--- config.mk ---
export PLATFORM = sky130hd
export DESIGN_NAME = fault_app_bank
export DESIGN_NICKNAME = d
export VERILOG_FILES = /design/src/verilog/fault_app_pkg.sv /design/src/verilog/app_table_if.sv /design/src/verilog/app_lookup.sv /design/src/verilog/fault_app_bank.sv
export VERILOG_INCLUDE_DIRS = /design/src /design/src/verilog
export SDC_FILE = /design/constraint.sdc
export NUM_CORES = 1
export LEC_CHECK = 0
export CORE_MARGIN = 3
export CORE_UTILIZATION = 63
export CTS_BUF_LIST = sky130_fd_sc_hd__clkbuf_16
export DETAILED_ROUTE_END_ITERATION = 8
export DONT_BUFFER_PORTS = 1
export PLACE_DENSITY_LB_ADDON = 0.3
export SYNTH_ARGS = -nofsm -noshare
export SYNTH_HDL_FRONTEND = slang
export SYNTH_SLANG_ARGS = --single-unit
--- constraint.sdc ---
create_clock -name CLK -period 2.4 [get_ports CLK]
set_clock_uncertainty 0.05 [all_clocks]
set_input_delay 0.12 -clock CLK [delete_from_list [all_inputs] [get_ports CLK]]
set_output_delay 0.12 -clock CLK [all_outputs]
set_load 0.005 [all_outputs]
--- src/verilog/fault_app_params.svh ---
// Contract
// the fault reason byte reports 0 none, 1 cooler runaway, 2 data memory corrupt, 3 program memory corrupt, 32-63 custom, others reserved.
// the fault reason byte exists only when paged memory is implemented.
// lower memory bytes 86-117 hold bytes 0-3 of eight descriptors, four bytes each.
// at least one application is always advertised in the first slot.
// the first unused slot carries FFh as host interface code and ends the list.
// the host reads media interface codes through the media kind byte at 85.
// media kind is 00h undefined, 01h-05h defined kinds, 40h-8Fh custom, rest reserved.
// descriptor byte 2 holds host lane total in 7-4 and media lane total in 3-0, 0 deferred, 1-8 lanes, 9-15 reserved.
// descriptor byte 3 is a bitmap, bit n meaning the group may start on host lane n+1.
// descriptor bytes are host code, media code, lane totals, start lane map.
// the fifth descriptor byte lives elsewhere, not in this region.
// a descriptor's selector equals its position, starting at 1.
// descriptors beyond eight live in extended memory, not here.
// host writes leave every byte here unchanged.
// contents are captured once and held stable while operating.
`ifndef FAULT_APP_PARAMS_SVH
`define FAULT_APP_PARAMS_SVH
`define FAULT_REASON_ADDR 8'h29
`define MEDIA_KIND_ADDR   8'h55
`define APP_BASE_ADDR     8'h56
`define APP_LAST_ADDR     8'h75
`define APP_SLOTS         8
`define APP_BYTES         4
`define LIST_END_CODE     8'hFF
`define FAULT_NONE        8'h00
`define FAULT_CUSTOM_LO   8'h20
`define FAULT_CUSTOM_HI   8'h3F
`define FAULT_KNOWN_HI    8'h03
`define MEDIA_KNOWN_HI    8'h05
`define MEDIA_CUSTOM_LO   8'h40
`define MEDIA_CUSTOM_HI   8'h8F
`define LANES_MAX         4'h8
`define RESET_READ_VALUE  8'h00
`endif

--- src/verilog/fault_app_pkg.sv ---
package fault_app_pkg;
  // one application descriptor, relative bytes 0..3
  typedef struct packed {
    logic [7:0] host_code;
    logic [7:0] media_code;
    logic [3:0] host_lane_total;
    logic [3:0] media_lane_total;
    logic [7:0] start_lanes;
  } app_desc_s;

  typedef enum logic [1:0] {
    ST_LOAD = 2'b00,
    ST_RUN  = 2'b01
  } bank_state_e;
endpackage : fault_app_pkg

--- src/verilog/app_table_if.sv ---
`timescale 1ns/1ps
// carries the frozen descriptor table between bank and its lookup
interface app_table_if;
  fault_app_pkg::app_desc_s table_q [8];
  logic                     [7:0] addr;
  logic                     [7:0] data;
  logic                     hit;
  modport bank (output table_q, output addr, input data, input hit);
  modport look (input table_q, input addr, output data, output hit);
endinterface : app_table_if

--- src/verilog/app_lookup.sv ---
`timescale 1ns/1ps
`include "fault_app_params.svh"
module app_lookup (
  app_table_if.look t
);
  logic [7:0] rel;
  logic [2:0] slot;
  logic [7:0] bytes [`APP_SLOTS][`APP_BYTES];

  // field order inside a descriptor
  genvar g;
  generate
    for (g = 0; g < `APP_SLOTS; g = g + 1) begin : g_slot
      assign bytes[g][0] = t.table_q[g].host_code;
      assign bytes[g][1] = t.table_q[g].media_code;
      assign bytes[g][2] = {t.table_q[g].host_lane_total,
                            t.table_q[g].media_lane_total};
      assign bytes[g][3] = t.table_q[g].start_lanes;
    end
  endgenerate

  // slot = selector minus one, four bytes per slot
  always_comb begin
    rel    = t.addr - `APP_BASE_ADDR;
    slot   = rel[4:2];
    t.hit  = (t.addr >= `APP_BASE_ADDR) && (t.addr <= `APP_LAST_ADDR);
    t.data = t.hit ? bytes[slot][rel[1:0]] : `RESET_READ_VALUE;
  end
endmodule : app_lookup

--- src/verilog/fault_app_bank.sv ---
`timescale 1ns/1ps
`include "fault_app_params.svh"
module fault_app_bank #(
  parameter bit PAGED = 1'b1
) (
  input  wire logic                          CLK,
  input  wire logic                          RST,
  input  wire logic                          LOAD_DONE,
  input  wire fault_app_pkg::app_desc_s      APP_IN [8],
  input  wire logic [7:0]                    MEDIA_KIND_IN,
  input  wire logic [7:0]                    FAULT_REASON_IN,
  input  wire logic                          FAULT_EVENT,
  input  wire logic [7:0]                    ADDR,
  input  wire logic                          RD_EN,
  input  wire logic                          WR_EN,
  input  wire logic [7:0]                    WR_DATA,
  output      logic [7:0]                    RD_DATA,
  output      logic                          READY,
  output      logic [3:0]                    APP_COUNT
);
  app_table_if t ();
  fault_app_pkg::bank_state_e state_q;
  fault_app_pkg::bank_state_e state_d;
  logic [7:0]                 media_kind_q;
  logic [7:0]                 fault_reason_q;
  logic [3:0]                 count_d;
  logic [7:0]                 fr_d;
  logic [7:0]                 rd_d;
  logic [`APP_SLOTS-1:0]      slot_end;
  logic                       capture;
  logic                       read_taken;
  logic                       read_live;
  genvar                      g;

  // byte lookup over the frozen table
  app_lookup u_look (
    .t (t)
  );

  // **********************
  // capture sequence
  // **********************
  // the loader presents the whole table at once and raises its strobe;
  // everything is taken on that one edge, so the host can never see a
  // table that is half old and half new
  // next state; load is one-way so a late strobe cannot reopen it
  always_comb begin
    state_d = state_q;
    unique case (state_q)
      fault_app_pkg::ST_LOAD: begin
        if (LOAD_DONE) begin
          state_d = fault_app_pkg::ST_RUN;
        end
      end
      fault_app_pkg::ST_RUN: begin
        state_d = fault_app_pkg::ST_RUN;
      end
    endcase
  end

  // state register, synchronous reset back to load
  always_ff @(posedge CLK) begin
    if (RST) begin
      state_q <= fault_app_pkg::ST_LOAD;
    end else begin
      state_q <= state_d;
    end
  end

  // the single edge on which the loader's values are taken
  assign capture = (state_q == fault_app_pkg::ST_LOAD) && LOAD_DONE;

  // media kind byte, captured together with the table
  always_ff @(posedge CLK) begin
    if (RST) begin
      media_kind_q <= `RESET_READ_VALUE;
    end else if (capture) begin
      media_kind_q <= MEDIA_KIND_IN;
    end
  end

  // one capture register per slot; the first slot never ends the list
  generate
    for (g = 0; g < `APP_SLOTS; g = g + 1) begin : g_cap
      always_ff @(posedge CLK) begin
        if (RST) begin
          t.table_q[g] <= '0;
        end else if (capture) begin
          t.table_q[g] <= APP_IN[g];
          // an empty first slot would advertise nothing at all
          if (g == 0 && APP_IN[g].host_code == `LIST_END_CODE) begin
            t.table_q[g].host_code <= `RESET_READ_VALUE;
          end
        end
      end
    end
  endgenerate

  // **********************
  // fault reason
  // **********************
  // reserved codes collapse to none so the host never reads a code
  // that has no meaning; custom codes pass through untouched
  always_comb begin
    fr_d = `FAULT_NONE;
    unique case (FAULT_REASON_IN) inside
      [`FAULT_NONE:`FAULT_KNOWN_HI]: begin
        fr_d = FAULT_REASON_IN;
      end
      [`FAULT_CUSTOM_LO:`FAULT_CUSTOM_HI]: begin
        fr_d = FAULT_REASON_IN;
      end
      default: begin
        fr_d = `FAULT_NONE;
      end
    endcase
  end

  // latched on entry to the failed state, cleared only by reset;
  // the first real cause wins, a reason of none leaves it open
  // limitation: a later second fault is not recorded
  always_ff @(posedge CLK) begin
    if (RST) begin
      fault_reason_q <= `FAULT_NONE;
    end else if (FAULT_EVENT && fault_reason_q == `FAULT_NONE) begin
      fault_reason_q <= PAGED ? fr_d : `FAULT_NONE;
    end
  end

  // **********************
  // list length
  // **********************
  // one end marker flag per slot, compared in parallel
  generate
    for (g = 0; g < `APP_SLOTS; g = g + 1) begin : g_end
      assign slot_end[g] =
        (t.table_q[g].host_code == `LIST_END_CODE);
    end
  endgenerate

  // entries counted up to the first end marker; without one all eight
  // slots are in use and any further entries live in extended memory,
  // which this bank does not hold
  always_comb begin
    count_d = 4'(`APP_SLOTS);
    for (int i = `APP_SLOTS - 1; i >= 0; i--) begin
      if (slot_end[i]) begin
        count_d = 4'(i);
      end
    end
  end

  // **********************
  // host read port
  // **********************
  // a read is taken on the edge that sees its strobe and answered on
  // that same edge; reads may follow back to back, one per edge, and a write
  // strobe writes nothing but cancels any read beside it
  assign t.addr = ADDR;

  // a read is taken only with no write beside it; writes never land
  assign read_taken = RD_EN && !WR_EN;
  // until load completes every byte reads zero, never half a table
  assign read_live  = (state_q == fault_app_pkg::ST_RUN);

  // read data by address class; unmapped bytes read zero
  always_comb begin
    rd_d = `RESET_READ_VALUE;
    if (!read_live) begin
      rd_d = `RESET_READ_VALUE;
    end else if (ADDR == `FAULT_REASON_ADDR) begin
      // flat memory parts carry no reason byte
      rd_d = PAGED ? fault_reason_q : `RESET_READ_VALUE;
    end else if (ADDR == `MEDIA_KIND_ADDR) begin
      rd_d = media_kind_q;
    end else if (t.hit) begin
      rd_d = t.data;
    end else begin
      // fifth descriptor byte and extended storage are not here
      rd_d = `RESET_READ_VALUE;
    end
  end

  // held until the next taken read so a slow host may sample late
  always_ff @(posedge CLK) begin
    if (RST) begin
      RD_DATA <= `RESET_READ_VALUE;
    end else if (read_taken) begin
      RD_DATA <= rd_d;
    end
  end

  // wr_data deliberately unused: region is read only
  assign READY = read_live;

  // **********************
  // advertised count
  // **********************
  // registered so the count cannot glitch while the host reads it;
  // it costs one cycle after ready before the count is valid
  always_ff @(posedge CLK) begin
    if (RST) begin
      APP_COUNT <= 4'h0;
    end else begin
      APP_COUNT <= READY ? count_d : 4'h0;
    end
  end
endmodule : fault_app_bank

==> impl_metrics.tcl <==
set metrics [dict create \
    die_area_mm2 0.0208 \
    crit_path_start_kind "register" \
    portBuffers 0 \
    path_cells "buf_4, nor2b_4, buf_12, nand2_1, a21oi_1, dlygate4sd3_1" \
    status "complete, no violations" \
    routedWlPerCell_um 24.3 \
    start_util_pct 65.6 \
    clockBufferDepth 3 \
    p_leak_nw 6.27 \
    fill_cells 822 \
    viasPerCell 6.61 \
    combPwrFrac_pct 14.4 \
    setup_viol 0 \
    crit_buf_inv 3 \
    synthCells 1429 \
    grt_max_degree 164 \
    grt_pass1_vias 12800 \
    seq_area_mm2 0.00571 \
    cts_tree "built" \
    htreeDepth 1 \
    hp-class "in -> reg" \
    cp.arrival_ps 2790 \
    seqPwrFrac_pct 45.7 \
    relSlewSlack_pct 38.3 \
    cp.required_ps 2850 \
    yosys_warnings 0 \
    rows 49 \
    remaining_drc_errors 0 \
    sw_frac_of_total_pct 26.4 \
    cts_root_buffer "clkbuf_16" \
    finalNonFillerCells 1910 \
    track_usage_pct 43.2 \
    period_minus_slack_ps 2330 \
    finish.instance_area_mm2 0.0160 \
    grt_pass1_wl_um 69300 \
    p_int_mw 8.35 \
    multiInputGateArea_mm2 0.00590 \
    p_sw_mw 3.00 \
    core_area_mm2 0.0183 \
    ys.flop_type "dfxtp_1" \
    finalNetCount 1953 \
    synth_nets 1724 \
    syn_area_mm2 0.0120 \
    cellPowerDensity_mw_per_mm2 711 \
    peakVddDrop_uv 857 \
    drive_above_1_share_pct 8.16 \
    dpl.hpwl_um 23900 \
    ys_seq_area_share_pct 47.5 \
    slowest_delay_ps 580 \
    endpoint_kind "register" \
    ys_ff_latch 285 \
    max_freq_mhz 429 \
    crit_fanout 163 \
    dp.cells 1572 \
    slowest_stage "dlygate4sd3_1" \
    wl_um 46400 \
    clock_latency_ps 560 \
    ioPinCount 307 \
    power_mw 11.3 \
    dpl_cell_area_mm2 0.0122 \
    hold_viol_final 0 \
    area_delta_synth_final_pct 32.8 \
    post-cts-setup-buffers 0 \
    cts_buffers 28 \
    clock_sinks 285 \
    place_congestion 0.947 \
    fp.dieW_um 144 \
    period_share_pct 97.2 \
    rsz0062_at_grt "no" \
    firstDrtPassIters 7 \
    die_h_um 144 \
    cap_violations 0 \
    path_clk_slew_ps 70 \
    async_flop_share_pct 0 \
    overflow 0 \
    critical_path_class "reg -> reg" \
    clockPowerShare_pct 39.8 \
    worstMarginPinSlew_ps 921 \
    synth_enable_flop_cells 0 \
    antenna_found_initial 3 \
    tns_ps 0 \
    ant_nets 0 \
    vias 12600 \
    crit_family "buffers and inverters" \
    syn_avg_cell_area_um2 8.41 \
    slew_violations 0 \
    synthDistinctLibCells 45 \
    drt_iter0_markers 1931 \
]
[synthesized netlist by cell type, drive strengths merged (11+ instances only)]
| cell | n | area, µm² |
|---|---|---|
| buf | 22 | 133 |
| nor3 | 11 | 55.1 |
| a22oi | 12 | 90.1 |
| mux4 | 64 | 1460 |
| nand3 | 12 | 60.1 |
| nand4 | 18 | 113 |
| clkbuf | 87 | 327 |
| nand2 | 532 | 2000 |
| dfxtp | 285 | 5710 |
| nor2 | 34 | 128 |
| a21oi | 269 | 1350 |
[state kept, by name, indices dropped and copies added (netlist names)]
signal and count:
APP_COUNT 4, RD_DATA 8, fault_reason_q 8, media_kind_q 8
state_q 1, t.table_q 256
[cells by family after synthesis]
| kind of cell | synth area share (%) |
|---|---|
| and+or+nand+nor | 21.8 |
| AOI/OAI and AO/OA | 14.1 |
| DFF | 47.5 |
| buffers and inverters | 3.91 |
| muxes | 12.2 |
| xor gates and xnor gates | 0.375 |
| adders and majority gates | 0.104 |
[area by class of cell]
type                    instances  share of cell area [%]
diodes                          2                  0.0314
repair buffers                307                    19.6
clock buffers                  28                    4.39
multi-input cells            1033                    36.9
clock inverters                23                    1.41
inverters                       3                  0.0705
flip-flops and latches        285                    35.7
well taps                     229                    1.79
[worst reg2reg max path, cell delays in order (launching register included)]
cell and delay (ps):
dfxtp_1 310, buf_4 160, nor2b_4 170, buf_12 480
nand2_1 330, a21oi_1 200, dlygate4sd3_1 580
[per-layer routing]
metal | share of wire (%) | global-route usage, %
met1 | 33 | 49.6
met2 | 47 | 71.4
met3 | 11 | 11.1
met4 | 8.8 | 28.4
met5 | 0.017 | 0
[final timing paths]
| kind | cells after the start | slack [ps] | to | startpoint |
|---|---|---|---|---|
| worst min register to register | 2 | 410 | t.table_q[181] | t.table_q[181] |
| worst max register to register | 6 | 70 | t.table_q[123] | state_q[0] |
| worst max-delay path | 6 | 70 | t.table_q[123] | state_q[0] |
| worst min-delay path | 2 | 20 | t.table_q[174] | RST |
[per-stage QoR]
stage	hold slack (ps)	setup WS, ps	util (%)
2_1_floorplan	186	345	-
3_3_place_gp	163	320	66.3
3_5_place_dp	167	299	66.3
4_1_cts	2.86	122	87.0
5_1_grt	38.5	29.9	87.1
6_report	22.3	66.4	87.1
[power groups by stage]
stage | registers (mW) | logic, mW | clock network [mW]
floorplan | 5.18 | 0.916 | 0
global placement | 5.24 | 1.09 | 0
detailed placement | 5.25 | 1.12 | 0
CTS | 5.14 | 1.52 | 4.44
global route | 5.19 | 1.74 | 4.68
finish | 5.19 | 1.64 | 4.52
[layout by cell type, fill, tap and decap left out, drive strengths merged, types with 4 or more instances in the layout]
cell type / netlist / final
nand2: 532 / 532
dfxtp: 285 / 285
dlygate4sd3: 0 / 283
a21oi: 269 / 269
mux4: 64 / 64
nor2: 34 / 34
clkbuf: 87 / 28
buf: 22 / 24
nand4: 18 / 18
clkinv: 0 / 13
a22oi: 12 / 12
nand3: 12 / 12
nor3: 11 / 11
nor4: 8 / 8
o32ai: 8 / 8
o22ai: 8 / 8
inv: 3 / 7
or3: 7 / 7
nor2b: 6 / 6
o21ai: 6 / 6
a22o: 4 / 4
bufinv: 0 / 4
[timing repair]
item	CTS	global route
hold endpoints to repair	278	0
gates resized for setup	0	1
setup endpoints to repair	0	16
hold buffers	284	0
Note: power is estimated with default switching activity, not from simulation.
